**config.mk**
```make
export PLATFORM = sky130hd
export DESIGN_NAME = slot_serial_port
export DESIGN_NICKNAME = d
export VERILOG_FILES = /design/src/rtl/slot_port_pkg.sv /design/src/rtl/slot_serial_port.sv
export VERILOG_INCLUDE_DIRS = /design/src /design/src/rtl
export SDC_FILE = /design/constraint.sdc
export NUM_CORES = 1
export LEC_CHECK = 0
export ABC_AREA = 1
export BUFFER_PORTS_ARGS = -buffer_cell sky130_fd_sc_hd__buf_2
export CORE_ASPECT_RATIO = 1.1
export CORE_MARGIN = 2
export CORE_UTILIZATION = 50
export DETAILED_ROUTE_END_ITERATION = 6
export HOLD_SLACK_MARGIN = 0.12
export MAX_ROUTING_LAYER = met4
export PLACE_DENSITY = 0.79
export REMOVE_ABC_BUFFERS = 1
export SYNTH_ARGS = -nofsm -noshare
export SYNTH_HDL_FRONTEND = slang
export SYNTH_SLANG_ARGS = --single-unit
export TNS_END_PERCENT = 20
```
**constraint.sdc**
```tcl
create_clock -name core_clk -period 2.2 [get_ports core_clk]
set_input_delay 0.55 -clock core_clk [delete_from_list [all_inputs] [get_ports core_clk]]
set_output_delay 0.55 -clock core_clk [all_outputs]
set_load 0.03 [all_outputs]
```
**src/rtl/slot_port_map.svh**
```systemverilog
// register offsets, field positions, reset values and counts for the slot program port
// assumes inclusion by bare name from the package user; definitions only
`ifndef SLOT_PORT_MAP_SVH
`define SLOT_PORT_MAP_SVH

`define CTRL_OFFSET        8'h00
`define STATUS_OFFSET      8'h04
`define SHIFT_OFFSET       8'h08
`define CTRL_RESET         32'h0000_0001
`define CTRL_COMPARE_BIT   0
`define STAT_COMPLETE_BIT  0
`define STAT_MATCH_BIT     1
`define STAT_ACK_BIT       2
`define STAT_TXE_BIT       3
`define STAT_RXE_BIT       4
`define STAT_PDN_BIT       5
`define STAT_TXSLOT_LSB    8
`define STAT_RXSLOT_LSB    16
`define STAT_STATUS_LSB    24
`define WORD_BITS          8
`define SHIFT_CNT_W        4
`define SLOT_BITS          8
`define SLOT_CNT_W         9
`define ACK_PULSE_INDEX    9'h003
`define SYNC_PINS          6

`endif

```
**src/rtl/slot_port_pkg.sv**
```systemverilog
// types shared by the slot program port
// assumes slot_port_map.svh holds the numeric constants
package slot_port_pkg;
   typedef enum logic [1:0] {ready_for_data, shifting, words_complete} port_state_t;
   typedef logic [7:0] word_t;
   typedef logic [5:0] slot_t;
endpackage

```
**src/rtl/slot_serial_port.sv**
```systemverilog
// serial program port and slot timing of one per-channel time slot assigner
// assumes every pin input is asynchronous to core_clk and that core_clk is much faster than
// the host serial clock and the codec bit clock; software reaches the registers over classic Wishbone
//
// The Wishbone register port and the register addresses were chosen for this implementation.
`timescale 1ns/10ps
`include "slot_port_map.svh"

module slot_serial_port (
   input  wire logic                core_clk,
   input  wire logic                rst,
   input  wire logic                cyc_i,
   input  wire logic                stb_i,
   input  wire logic                we_i,
   input  wire logic [7:0]          adr_i,
   input  wire logic [3:0]          sel_i,
   input  wire logic [31:0]         dat_i,
   output logic      [31:0]         dat_o,
   output logic                     ack_o,
   input  wire logic                group_select_1,
   input  wire logic                host_serial_clk,
   input  wire logic                program_word_in,
   input  wire logic                address_word_in,
   input  wire logic [4:0]          hardwired_identity,
   input  wire logic                codec_bit_clock,
   input  wire logic                transmit_frame_sync,
   input  wire logic                receive_frame_sync,
   input  wire logic                program_ack_in,
   output logic                     program_ack_out,
   output logic                     program_ack_oe,
   output logic                     transmit_slot_enable,
   output logic                     receive_slot_enable,
   output logic                     channel_powerdown_n,
   output logic [2:0]               status_bits
);
   import slot_port_pkg::*;

   logic [`SYNC_PINS-1:0]  pins_raw;
   logic [`SYNC_PINS-1:0]  meta_q;
   logic [`SYNC_PINS-1:0]  sync_q;
   logic [`SYNC_PINS-1:0]  prev_q;
   logic [4:0]             ident_meta_q;
   logic [4:0]             ident_q;
   logic                   sel_s;
   logic                   hclk_fall;
   logic                   bclk_rise;
   logic                   fst_s;
   logic                   fsr_s;
   logic                   fst_at_bclk_q;
   logic                   fsr_at_bclk_q;
   logic                   tx_frame_start;
   logic                   rx_frame_start;

   port_state_t            state_q;
   word_t                  prog_q;
   word_t                  addr_q;
   logic [`SHIFT_CNT_W-1:0] count_q;
   logic                   match;

   logic                   compare_en_q;
   logic                   tx_on_q;
   logic                   rx_on_q;
   slot_t                  tx_slot_q;
   slot_t                  rx_slot_q;
   logic                   tx_run_q;
   logic                   rx_run_q;
   logic [`SLOT_CNT_W-1:0] tx_bit_q;
   logic [`SLOT_CNT_W-1:0] rx_bit_q;
   logic                   ack_pend_q;
   logic                   ack_low_q;
   logic                   wb_hit;
   logic [31:0]            read_word;

   // the acknowledge line is wire-ored with the rest of the bank; its level is not needed here
   logic                   ack_line_unused;
   assign ack_line_unused = program_ack_in;

   assign pins_raw = {receive_frame_sync, transmit_frame_sync, codec_bit_clock,
                      address_word_in, program_word_in, host_serial_clk};

   // two sync stages and one edge stage per pin; only the second and third stages feed any logic
   genvar gi;
   generate
      for (gi = 0; gi < `SYNC_PINS; gi = gi + 1) begin : g_sync
         always_ff @(posedge core_clk) begin
            if (rst) begin
               meta_q[gi] <= 1'b0;
               sync_q[gi] <= 1'b0;
               prev_q[gi] <= 1'b0;
            end else begin
               meta_q[gi] <= pins_raw[gi];
               sync_q[gi] <= meta_q[gi];
               prev_q[gi] <= sync_q[gi];
            end
         end
      end
   endgenerate

   // select is synchronised on its own so that its drop acts as the port reset
   logic sel_meta_q;
   logic sel_q;
   always_ff @(posedge core_clk) begin
      if (rst) begin
         sel_meta_q   <= 1'b0;
         sel_q        <= 1'b0;
         ident_meta_q <= 5'h00;
         ident_q      <= 5'h00;
      end else begin
         sel_meta_q   <= group_select_1;
         sel_q        <= sel_meta_q;
         ident_meta_q <= hardwired_identity;
         ident_q      <= ident_meta_q;
      end
   end
   assign sel_s = sel_q;

   assign hclk_fall = prev_q[0] & ~sync_q[0];
   assign bclk_rise = ~prev_q[3] & sync_q[3];
   assign fst_s     = sync_q[4];
   assign fsr_s     = sync_q[5];

   // frame syncs are looked at only on bit clock rising edges, as the codec does
   always_ff @(posedge core_clk) begin
      if (rst) begin
         fst_at_bclk_q <= 1'b0;
         fsr_at_bclk_q <= 1'b0;
      end else if (bclk_rise) begin
         fst_at_bclk_q <= fst_s;
         fsr_at_bclk_q <= fsr_s;
      end
   end
   assign tx_frame_start = bclk_rise & fst_s & ~fst_at_bclk_q;
   assign rx_frame_start = bclk_rise & fsr_s & ~fsr_at_bclk_q;

   // compare-off variant takes any selected transfer
   assign match = ~compare_en_q | (addr_q[4:0] == ident_q);

   // serial shift port
   always_ff @(posedge core_clk) begin
      if (rst) begin
         state_q <= ready_for_data;
         prog_q  <= 8'h00;
         addr_q  <= 8'h00;
         count_q <= 4'h0;
      end else if (!sel_s) begin
         // dropping select aborts anything pending, which is why the host waits
         state_q <= ready_for_data;
         count_q <= 4'h0;
      end else begin
         case (state_q)
            ready_for_data, shifting: begin
               if (hclk_fall) begin
                  // first bit sent ends in the top position
                  prog_q  <= {prog_q[6:0], sync_q[1]};
                  addr_q  <= {addr_q[6:0], sync_q[2]};
                  count_q <= count_q + 4'h1;
                  state_q <= (count_q == 4'(`WORD_BITS - 1)) ? words_complete : shifting;
               end
            end
            words_complete: begin
               // words held stable until the sync; the whole bank re-arms there
               if (tx_frame_start) begin
                  state_q <= ready_for_data;
                  count_q <= 4'h0;
               end
            end
            default: state_q <= ready_for_data;
         endcase
      end
   end

   logic accept;
   assign accept = sel_s & (state_q == words_complete) & match & tx_frame_start;

   // program registers; mode is {first bit, second bit}
   always_ff @(posedge core_clk) begin
      if (rst) begin
         tx_on_q             <= 1'b0;
         rx_on_q             <= 1'b0;
         tx_slot_q           <= 6'h00;
         rx_slot_q           <= 6'h00;
         channel_powerdown_n <= 1'b1;
         status_bits         <= 3'h0;
      end else if (accept) begin
         status_bits <= addr_q[7:5];
         case (prog_q[7:6])
            2'b00: begin
               tx_on_q             <= 1'b1;
               rx_on_q             <= 1'b1;
               tx_slot_q           <= prog_q[5:0];
               rx_slot_q           <= prog_q[5:0];
               channel_powerdown_n <= 1'b1;
            end
            2'b01: begin
               tx_on_q             <= 1'b1;
               tx_slot_q           <= prog_q[5:0];
               channel_powerdown_n <= 1'b1;
            end
            2'b10: begin
               rx_on_q             <= 1'b1;
               rx_slot_q           <= prog_q[5:0];
               channel_powerdown_n <= 1'b1;
            end
            default: begin
               tx_on_q             <= 1'b0;
               rx_on_q             <= 1'b0;
               channel_powerdown_n <= 1'b0;
            end
         endcase
      end
   end

   // open-drain acknowledge: pull low three bit clocks into the frame, let go at the next sync
   always_ff @(posedge core_clk) begin
      if (rst) begin
         ack_pend_q <= 1'b0;
         ack_low_q  <= 1'b0;
      end else begin
         if (tx_frame_start) begin
            ack_low_q  <= 1'b0;
            ack_pend_q <= accept;
         end else if (ack_pend_q && bclk_rise && tx_bit_q == (`ACK_PULSE_INDEX - 9'h001)) begin
            ack_low_q  <= 1'b1;
            ack_pend_q <= 1'b0;
         end
      end
   end

   // bit counters: one count per bit clock rise, slot is the count over eight, restart at each sync edge
   always_ff @(posedge core_clk) begin
      if (rst) begin
         tx_bit_q <= 9'h000;
         tx_run_q <= 1'b0;
      end else if (tx_frame_start) begin
         tx_bit_q <= 9'h000;
         tx_run_q <= 1'b1;
      end else if (bclk_rise && tx_run_q) begin
         tx_bit_q <= tx_bit_q + 9'h001;
      end
   end

   always_ff @(posedge core_clk) begin
      if (rst) begin
         rx_bit_q <= 9'h000;
         rx_run_q <= 1'b0;
      end else if (rx_frame_start) begin
         rx_bit_q <= 9'h000;
         rx_run_q <= 1'b1;
      end else if (bclk_rise && rx_run_q) begin
         rx_bit_q <= rx_bit_q + 9'h001;
      end
   end

   // enables stay high for exactly the eight bit clocks of the programmed slot
   logic [`SLOT_CNT_W-1:0] tx_bit_next;
   logic [`SLOT_CNT_W-1:0] rx_bit_next;
   assign tx_bit_next = tx_frame_start ? 9'h000 : tx_bit_q + 9'h001;
   assign rx_bit_next = rx_frame_start ? 9'h000 : rx_bit_q + 9'h001;

   // a program loaded at this sync already rules slot zero, else slot zero would lose its first bit
   logic                   tx_on_now;
   logic                   rx_on_now;
   slot_t                  tx_slot_now;
   slot_t                  rx_slot_now;
   assign tx_on_now   = (accept && prog_q[7:6] != 2'b10) ? ~prog_q[7] : tx_on_q;
   assign rx_on_now   = (accept && prog_q[7:6] != 2'b01) ? ~prog_q[6] : rx_on_q;
   assign tx_slot_now = (accept && !prog_q[7]) ? prog_q[5:0] : tx_slot_q;
   assign rx_slot_now = (accept && !prog_q[6]) ? prog_q[5:0] : rx_slot_q;

   always_ff @(posedge core_clk) begin
      if (rst) begin
         transmit_slot_enable <= 1'b0;
         receive_slot_enable  <= 1'b0;
      end else if (bclk_rise) begin
         transmit_slot_enable <= tx_on_now & (tx_run_q | tx_frame_start) & (tx_bit_next[8:3] == tx_slot_now);
         receive_slot_enable  <= rx_on_now & (rx_run_q | rx_frame_start) & (rx_bit_next[8:3] == rx_slot_now);
      end
   end

   always_ff @(posedge core_clk) begin
      if (rst) begin
         program_ack_out <= 1'b0;
         program_ack_oe  <= 1'b0;
      end else begin
         program_ack_out <= 1'b0;
         program_ack_oe  <= ack_low_q;
      end
   end

   // wishbone slave: answers every access one cycle after the strobe, unmapped reads as zero
   assign wb_hit = cyc_i & stb_i & ~ack_o;

   always_comb begin
      read_word = 32'h0000_0000;
      if (adr_i == `CTRL_OFFSET) begin
         read_word[`CTRL_COMPARE_BIT] = compare_en_q;
      end else if (adr_i == `STATUS_OFFSET) begin
         read_word[`STAT_COMPLETE_BIT] = (state_q == words_complete);
         read_word[`STAT_MATCH_BIT]    = match;
         read_word[`STAT_ACK_BIT]      = ack_low_q;
         read_word[`STAT_TXE_BIT]      = transmit_slot_enable;
         read_word[`STAT_RXE_BIT]      = receive_slot_enable;
         read_word[`STAT_PDN_BIT]      = ~channel_powerdown_n;
         read_word[`STAT_TXSLOT_LSB +: 6] = tx_slot_q;
         read_word[`STAT_RXSLOT_LSB +: 6] = rx_slot_q;
         read_word[`STAT_STATUS_LSB +: 3] = status_bits;
      end else if (adr_i == `SHIFT_OFFSET) begin
         read_word[3:0]   = count_q;
         read_word[15:8]  = prog_q;
         read_word[23:16] = addr_q;
      end
   end

   always_ff @(posedge core_clk) begin
      if (rst) begin
         ack_o <= 1'b0;
         dat_o <= 32'h0000_0000;
      end else begin
         ack_o <= wb_hit;
         dat_o <= (wb_hit && !we_i) ? read_word : 32'h0000_0000;
      end
   end

   always_ff @(posedge core_clk) begin
      if (rst) begin
         compare_en_q <= 1'b1;
      end else if (wb_hit && we_i && sel_i[0] && adr_i == `CTRL_OFFSET) begin
         compare_en_q <= dat_i[`CTRL_COMPARE_BIT];
      end
   end

endmodule

```
* Yosys cells after proc, flatten, opt, wreduce, memory -nomap -nowiden
Cells that the tools add are included.
** Word-level totals
- Flip-flop bits (word level) :: 127
- Input port bits :: 62
- Word-level logic and storage cells :: 159
** Operators by class
- Add/subtract/negate cells :: 3
- Equality and inequality tests :: 15
- Multiplexer cells :: 24
- Bitwise gates (word level) :: 33
- Reductions and logical operators :: 38
** Operator list (count)
- $mux W6 :: 4
- $add A9 B1 Y9 const B :: 2
- $mux W9 :: 2
- $mux W16 :: 1
- $mux W4 :: 4
- $and A1 B1 Y1 :: 15
- $not A1 Y1 :: 15
- $reduce_or A2 Y1 :: 7
- $eq A6 B6 Y1 :: 2
- $logic_and A1 B1 Y1 :: 12
- $reduce_and A2 Y1 :: 5
- $eq A9 B2 Y1 const B :: 1
- $eq A8 B3 Y1 const B :: 1
- $eq A8 B4 Y1 const B :: 1
- $logic_not A8 Y1 :: 1
- $pmux W4 S2 :: 1
- $mux W1 :: 6
- $mux W2 :: 3
- $ne A2 B2 Y1 const B :: 3
- $reduce_and A3 Y1 :: 2
- $reduce_or A3 Y1 :: 2
- $eq A5 B5 Y1 :: 1
- $reduce_or A5 Y1 :: 1
- $add A4 B1 Y4 const B :: 1
- other kinds (11) :: 20

* Longest topological paths before layout
Gate-level depths: netlist of run 1.
- Word-level depth :: 9
- Mapped depth :: 17
- Depth with buffers taken out :: 16

* Worst setup path after synthesis of run 1
OpenSTA, ideal clock, no wires.
- Path kind :: in2reg
- From :: in adr_i[1]
- To :: reg dat_o[10]
- Arrival :: 1.768 ns
- Required time :: 2.124 ns
- Path slack :: 0.356 ns
- Stages on the path :: 5
- Buffers on the path :: 1
- Path through :: or2_2 > nor4b_2 > nand2_1 > clkbuf_1 > o22ai_1
** Between the ends
- Cells in the longest elaborated chain, start to end :: 3
- Elaborated cells between the ends (all ways) :: 6
** Ends and longest elaborated chain
- start: declaration :: RTL line slot_serial_port.sv:15 : input wire logic [7:0] adr_i,
- $eq A8 B4 Y1 (no source line)
- $mux W16 :: RTL line slot_serial_port.sv:307 : end else if (adr_i == `SHIFT_OFFSET) begin
- $mux W6 :: RTL line slot_serial_port.sv:297 : end else if (adr_i == `STATUS_OFFSET) begin
- end signal: assignment :: RTL line slot_serial_port.sv:320 : dat_o <= (wb_hit && !we_i) ? read_word : 32'h0000_0000;
- end: declaration :: RTL line slot_serial_port.sv:18 : output logic [31:0] dat_o,
Several ways; a longest one is shown, not always the timed one.
A chain may end at the register's enable or synchronous reset.

* Final worst setup path of run 1
- From :: reg state_q[1]
- To :: reg transmit_slot_enable
** Between the ends
- Cells in the longest elaborated chain, start to end :: 8
- Elaborated cells between the ends (all ways) :: 11
** Ends and longest elaborated chain
- start: declaration :: RTL line slot_serial_port.sv:54 : port_state_t state_q;
- start signal: assignment :: RTL line slot_serial_port.sv:141 : state_q <= ready_for_data;
- start signal: assignment :: RTL line slot_serial_port.sv:147 : state_q <= ready_for_data;
- start signal: assignment :: RTL line slot_serial_port.sv:157 : state_q <= (count_q == 4'(`WORD_BITS - 1)) ? words_complete : shifting;
- $eq A2 B2 Y1 * :: RTL line slot_serial_port.sv:173 : assign accept = sel_s & (state_q == words_complete) & match & tx_frame_start;
- $and A1 B1 Y1 * (3 in series) :: RTL line slot_serial_port.sv:173
- $logic_and A1 B1 Y1 (on tied branches) :: RTL line slot_serial_port.sv:267, slot_serial_port.sv:265
- $mux W6 / $mux W1 (equally long branches) :: RTL line slot_serial_port.sv:267, slot_serial_port.sv:265
- $eq A6 B6 Y1 / $and A1 B1 Y1 (equally long branches) :: RTL line slot_serial_port.sv:275 : transmit_slot_enable <= tx_on_now & (tx_run_q | tx_frame_start) & (tx_bit_next[8:3] == tx_slot_now);
- $and A1 B1 Y1 * :: RTL line slot_serial_port.sv:275
- end signal: assignment :: RTL line slot_serial_port.sv:275
- end: declaration :: RTL line slot_serial_port.sv:31 : output logic transmit_slot_enable,
Every way passes the cells marked *; elsewhere a longest branch is shown, timed or not.

==> results of run 1 <==
## per-stage QoR
step	utilization [%]	total power [W]
2_1_floorplan	-	0.002342
3_3_place_gp	55.37	0.002413
3_5_place_dp	55.37	0.002418
4_1_cts	61.31	0.005058
5_1_grt	61.54	0.005192
6_report	61.54	0.005033
## final timing paths
kind	from	end	slack, ps	cells past startpoint
worst max register to register	state_q[1]	transmit_slot_enable	220	13
worst min-delay path	codec_bit_clock	meta_q[3]	230	3
worst min register to register	meta_q[5]	fsr_s	400	2
worst max-delay path	state_q[1]	transmit_slot_enable	220	13
## layer usage
metal  global-route usage (%)  vias to the layer above  wire length (um)
li1                         -                     2232                 -
met1                    24.75                     2093              4590
met2                    38.85                      117              5968
met3                    5.495                       33               515
met4                    10.67                        0               329
met5                        -                        -                 0
## synth_stat cells (7+ instances only)
cell type	number
sky130_fd_sc_hd__dfxtp_1	120
sky130_fd_sc_hd__inv_1	108
sky130_fd_sc_hd__nand2_1	107
sky130_fd_sc_hd__nor2_1	91
sky130_fd_sc_hd__a21oi_1	50
sky130_fd_sc_hd__nand3_1	40
sky130_fd_sc_hd__o21ai_0	37
sky130_fd_sc_hd__nand4_1	21
sky130_fd_sc_hd__clkbuf_1	13
sky130_fd_sc_hd__o22ai_1	10
sky130_fd_sc_hd__buf_4	9
sky130_fd_sc_hd__xor2_1	7
## cell usage in the layout, fill, tap and decap left out, drive strengths merged
cell / Yosys / layout
dfxtp: 120 / 120
inv: 108 / 114
nand2: 109 / 109
nor2: 92 / 92
buf: 17 / 80
a21oi: 50 / 50
nand3: 41 / 41
o21ai: 38 / 38
nand4: 21 / 21
clkbuf: 13 / 19
o22ai: 10 / 10
conb: 1 / 8
xor2: 7 / 7
nor4: 5 / 5
xnor2: 5 / 5
o211ai: 5 / 5
ha: 4 / 4
clkinv: 0 / 4
nor3: 4 / 4
or2: 3 / 3
nand3b: 3 / 3
clkinvlp: 0 / 2
nor4b: 1 / 1
a221o: 1 / 1
bufinv: 0 / 1
## kinds of logic after synthesis
group	share of synthesized area, %
xor gates and xnor gates	2.128
and+or+nand+nor	25.05
adders and majority gates	1.013
AOI/OAI and AO/OA	11.14
other	0.07591
buffers and inverters	11.96
DFF	48.63
## area by class of cell
class / count / area [um^2] / area share [%]
clock inverter: 13 / 137.6 / 2.295
sequential: 120 / 2402 / 40.05
tap: 120 / 150.1 / 2.503
timing repair buffer: 80 / 465.4 / 7.760
multi-input combinational: 407 / 1996 / 33.27
inverter: 108 / 405.4 / 6.758
clock buffer: 19 / 441.7 / 7.363
## power by group through the flow
stage / registers [W] / clock network [W] / logic (W)
global route: 0.00221 / 0.00279 / 0.000187
CTS: 0.00221 / 0.00268 / 0.000164
global placement: 0.00226 / 0 / 0.000158
finish: 0.00221 / 0.00265 / 0.000169
floorplan: 0.00226 / 0 / 0.0000858
detailed placement: 0.00226 / 0 / 0.000162
## worst min-delay path: cells and delay by family
kind                   cells  cell delay (ps)
buffers and inverters      2              100
and+or+nand+nor            1               60
## flip-flops by register name, summed over array words and instances (netlist names), 2 cells and up
signal / count
count_q: 4
rx_slot_q: 6
dat_o: 25
rx_bit_q: 9
ident_q: 5
prev_q: 2
tx_bit_q: 9
addr_q: 8
sync_q: 4
meta_q: 6
status_bits: 3
tx_slot_q: 6
state_q: 2
ident_meta_q: 5
prog_q: 8
## repair_timing
item,CTS,global route
setup buffers,0,0
hold buffers,0,0
resized for setup,0,4
endpoints found under the setup margin,0,2
==> metrics.txt, run 1 <==
result of the run complete, no violations; Static Leak 2.660 nW; Int Power 0.003846 W; worst voltage drop across the vdd grid 0.5393 mV; Final Non-Filler Cells 867; Worst Setup End Kind register; switching pwr 0.001187 W; htree depth 4; shortest period the worst path allows 1978 ps; share of async-settable or async-resettable flops after synthesis 0%; WL/cell 13.15 um; number of cells after detailed placement 835; Yosys Warn Count 0; gp weighted congestion 0.8604; number of global-route vias before repair 4,322; data required time of the critical path 2660 ps; max-cap violations 0; slowest library cell on the worst path sky130_fd_sc_hd__dfxtp_1; initial core utilization 50.68%; chip width 98.77 um; total clock buffers created by CTS 17; final hold viol count 0; worst hold path type input pin to register; Vias 4,475; GRT Util Overall 22.64%; PortBufs 59; Max-slew headroom 60.97%; cell type with the highest occurrence count on the critical path sky130_fd_sc_hd__nor2_1; Max Clock Freq 0.5055 GHz; Pre-Repair DR Iteration Count 5; flop and latch count out of synthesis 120; sequential cell area fraction in the yosys report 48.63%; Antenna diodes 0; relative contribution of sequential cells to total power 43.9%; Rows 38; pwr dens 839.0 nW/um^2; instance count of the mapped netlist 658; core area 9747 um^2; growth of design area from synthesis to finish 21.43%; worst setup path category register to register; arrival time of data at the critical path endpoint 2440 ps; Worst Max-Slew Pin Slew 580.1 ps; clock latency on the worst-skew pair 520 ps; overflow left after global routing 0; IO Count 103; count of pins over their slew limit 0; Worst path max stage delay 360 ps; cell area after synthesis 4940 um^2; biggest area contributors in the synthesized netlist sky130_fd_sc_hd__dfxtp_1, sky130_fd_sc_hd__inv_1, sky130_fd_sc_hd__nand2_1, sky130_fd_sc_hd__nor2_1, sky130_fd_sc_hd__a21oi_1; Total Wirelength 11,400 um; final total negative setup slack 0 ps; count of endpoints failing setup in the final report 0; Synth Area per Inst 7.507 um^2; number of antenna violations at the first check in global routing 0; minimum setup slack in the final design 221.9 ps; # clock sinks 120; Distinct cells, synth 34; Sw Ratio 23.58%; clock slew at the register clock pins of the worst setup and hold paths 60 ps; maximum number of pins on one net before global-route repair 33; worst slack at placement 153.1 ps; cell family with the largest share of critical-path delay simple AND/OR/NAND/NOR gates; post-route standard cell area excluding fillers 5998 um^2; clock tree root driver cell sky130_fd_sc_hd__clkbuf_8; number of DRC violations after detailed routing 0; number of enable-type register cells in the synthesized netlist 0; fill count 804; worst-path fanout max 9; Max Root-Sink Buffers 2; Primary FF master, synth sky130_fd_sc_hd__dfxtp_1; placed cell areas 5396 um^2; ordered list of cells on the worst path inv_1 > nor2_1 > nand2_4 > nor2_4 > buf_4 > nand4_1 > nand3_1 > nand2_1 > nor2_1 > nand2_1 > nor2_1 > nor2_1 > nor2_1; Via density 5.161; final worst-path cycle share 89.91%; critical path launch point type register; wire length of the first global-routing pass 18,950 um; most area-hungry cell type in the Yosys netlist sky130_fd_sc_hd__dfxtp_1; final clock skew 10.26 ps; Post-Route Hold Slack 225.8 ps; Die Height 108.2 um; clock share of power 52.7%; post-layout net count 800; placed wire-length estimate 8008 um; count of buffering cells on the critical path with inverters included 2; area enclosed by the die boundary 10,690 um^2; unrepaired setup endpoints after global routing no; count of routing violations after the opening detailed-route iteration 221; fraction of layout cells with a size suffix above 1 16.60%; CTS tree yes; fraction of post-synthesis cell area in the top cell type by area 48.63%; number of nets with antenna violations after detailed routing 0; combinational power share 3.4%
Note: power is estimated with default switching activity, not from simulation.
==> run 2, diff against run 1 <==
- ABC_CLOCK_PERIOD_IN_PS: unset -> 2200
- CTS_BUF_LIST: unset -> sky130_fd_sc_hd__clkbuf_2 sky130_fd_sc_hd__clkbuf_4 sky130_fd_sc_hd__clkbuf_8
- SETUP_SLACK_MARGIN: unset -> 0.5
==> run 2 against run 1 <==
Clock skew grew 1.9 ps; clock power shrank 26%; sequential cell count unchanged; wire length rose by 12%; worst hold slack improved by 86 ps; worst setup slack better by 18 ps; critical path depth down 1; sequential power about the same; sequential share of layout area shrank 0.59 points.
==> metrics.txt, run 2 (same netlist as run 1, synthesis figures left out) <==
clock tree root driver cell sky130_fd_sc_hd__clkbuf_8; register with the most flip-flops dat_o; most frequent cells in the layout sky130_fd_sc_hd__dfxtp_1, sky130_fd_sc_hd__inv_1, sky130_fd_sc_hd__nand2_1, sky130_fd_sc_hd__nor2_1, sky130_fd_sc_hd__buf_2; Static Leak 2.712 nW; worst reg2reg endpoint receive_slot_enable; clock slew at the register clock pins of the worst setup and hold paths 80 ps; wire length of the first global-routing pass 19,600 um; met1 wire length 4896 um; CTS tree yes; Hold EP sel_meta_q; Rows 38; placed cell areas 5396 um^2; post-route standard cell area excluding fillers 6120 um^2; routed length on met2 6645 um; overflow left after global routing 0; count of pins over their slew limit 0; count of routing violations after the opening detailed-route iteration 355; Largest register FFs 25; worst voltage drop across the vdd grid 0.4527 mV; Max-slew headroom 59.88%; Vias 4,754; core area 9747 um^2; Hold Path Origin group_select_1; start of the worst register-to-register path fst_s; final hold viol count 0; combined area of the multi-input logic cells 2064 um^2; final clock skew 12.16 ps; Final Non-Filler Cells 889; registers with the most flip-flops dat_o: 25 flops, rx_bit_q: 9 flops, tx_bit_q: 9 flops; DR WL met3 773 um; arrival time of data at the critical path endpoint 2320 ps; IO Count 103; pwr dens 720.0 nW/um^2; total clock buffers created by CTS 17; PortBufs 59; final worst-path cycle share 89.09%; DR top layer met4; shortest period the worst path allows 1960 ps; count of endpoints failing setup in the final report 0; data required time of the critical path 2560 ps; Max Clock Freq 0.5102 GHz; unrepaired setup endpoints after global routing yes; growth of design area from synthesis to finish 23.89%; worst hold path type input pin to register; hold-fix buffer count after cts 0; Total Wirelength 12,750 um; # clock sinks 120; Seq. cell area 2415 um^2; worst-path fanout max 8; critical path launch point type register; post-layout net count 822; hold path depth 3; Antenna diodes 0; Register-to-Register Setup Slack 240 ps; placed wire-length estimate 8008 um; number of DRC violations after detailed routing 0; maximum number of pins on one net before global-route repair 33; number of global-route vias before repair 4,525; result of the run complete, no violations; Die Height 108.2 um; number of nets with antenna violations after detailed routing 0; max-cap violations 0; fill count 787; number of cells after detailed placement 835; worst setup path category register to register; area enclosed by the die boundary 10,690 um^2; most common library cell in the layout ignoring fill and taps sky130_fd_sc_hd__dfxtp_1; WL/cell 14.35 um; fraction of layout cells with a size suffix above 1 21.85%; number of antenna violations at the first check in global routing 0; GRT Util Overall 23.17%; chip width 98.77 um; gp weighted congestion 0.8604; Worst Setup End Kind register; clock latency on the worst-skew pair 430 ps; Worst Reg2Reg Path Length in Cells 12; Pre-Repair DR Iteration Count 6; initial core utilization 50.68%; htree depth 4; Via density 5.348; Max Root-Sink Buffers 2; Worst Max-Slew Pin Slew 596.3 ps; final total negative setup slack 0 ps
[run 2: changes by cell type in the layout (fill, tap and decap cells not counted), moves of 3 or more]
| cell | delta |
|---|---|
| sky130_fd_sc_hd__buf_8 | +3 |
| sky130_fd_sc_hd__nand2_1 | -3 |
| sky130_fd_sc_hd__inv_2 | +3 |
| sky130_fd_sc_hd__clkbuf_8 | +16 |
| sky130_fd_sc_hd__buf_4 | +11 |
| sky130_fd_sc_hd__nor2_1 | -6 |
| sky130_fd_sc_hd__clkbuf_16 | -15 |
| sky130_fd_sc_hd__dfxtp_2 | +7 |
| sky130_fd_sc_hd__nor2_2 | +5 |
| sky130_fd_sc_hd__inv_1 | -3 |
| sky130_fd_sc_hd__dfxtp_1 | -8 |
[run 2: area by class of cell]
class | count | area share [%]
sequential | 120 | 39.46
multi-input combinational | 409 | 33.74
timing repair buffer | 100 | 11.20
inverter | 108 | 6.624
clock buffer | 19 | 4.273
tap | 120 | 2.453
clock inverter | 13 | 2.249
[run 2: layer usage]
| metal | track usage (%) | up-vias |
|---|---|---|
| li1 | - | 2283 |
| met1 | 25.34 | 2214 |
| met2 | 39.77 | 202 |
| met3 | 5.495 | 55 |
| met4 | 11.06 | 0 |
| met5 | - | - |
[run 2: worst max-delay path, cell delays in order (launching register included)]
cell                      delay (ps)
sky130_fd_sc_hd__dfxtp_2         330
sky130_fd_sc_hd__inv_2            40
sky130_fd_sc_hd__nor3_4          280
sky130_fd_sc_hd__nand2_4          80
sky130_fd_sc_hd__nor2_4          120
sky130_fd_sc_hd__buf_12          150
sky130_fd_sc_hd__buf_8           110
sky130_fd_sc_hd__nand4_1         190
sky130_fd_sc_hd__nand3_1         160
sky130_fd_sc_hd__nand3_1          80
sky130_fd_sc_hd__nor2_1          110
sky130_fd_sc_hd__nand3_1          90
sky130_fd_sc_hd__a21oi_1         140
[run 2: repair_timing]
action,4_1_cts,5_1_grt
gates resized for setup,15,27
pin swaps,20,16
buffers inserted,8,8
cloned,4,2
endpoints found under the setup margin,11,32
[run 2: power by group]
group | switching [W] | internal [W] | leakage (nW)
clock network | 0.000982 | 0.000988 | 0.198
registers | 0.0000105 | 0.00220 | 0.976
logic | 0.000138 | 0.0000929 | 1.54
[run 2: worst max path at each step]
| stage | startpoint | end | slack (ps) | cells past startpoint |
|---|---|---|---|---|
| 6_report | fst_s | receive_slot_enable | 240 | 12 |
| 3_3_place_gp | fst_s | receive_slot_enable | 190 | 12 |
| 2_1_floorplan | sync_q[3] | receive_slot_enable | 150 | 12 |
| 3_5_place_dp | fst_s | receive_slot_enable | 150 | 12 |
| 5_1_grt | addr_q[0] | receive_slot_enable | 140 | 15 |
| 4_1_cts | prev_q[3] | transmit_slot_enable | 310 | 15 |
[run 2: per-stage QoR]
step                hold slack (ps)  total power [W]  utilization, %  setup WS (ps)
floorplan                     388.3         0.002342               -          149.9
global placement              389.2         0.002413           55.37          193.8
detailed placement            392.8         0.002418           55.37          153.1
CTS                           302.4         0.004369           61.19          306.8
global route                  307.6         0.004542           62.79          139.8
finish                        311.7         0.004406           62.79          240.0
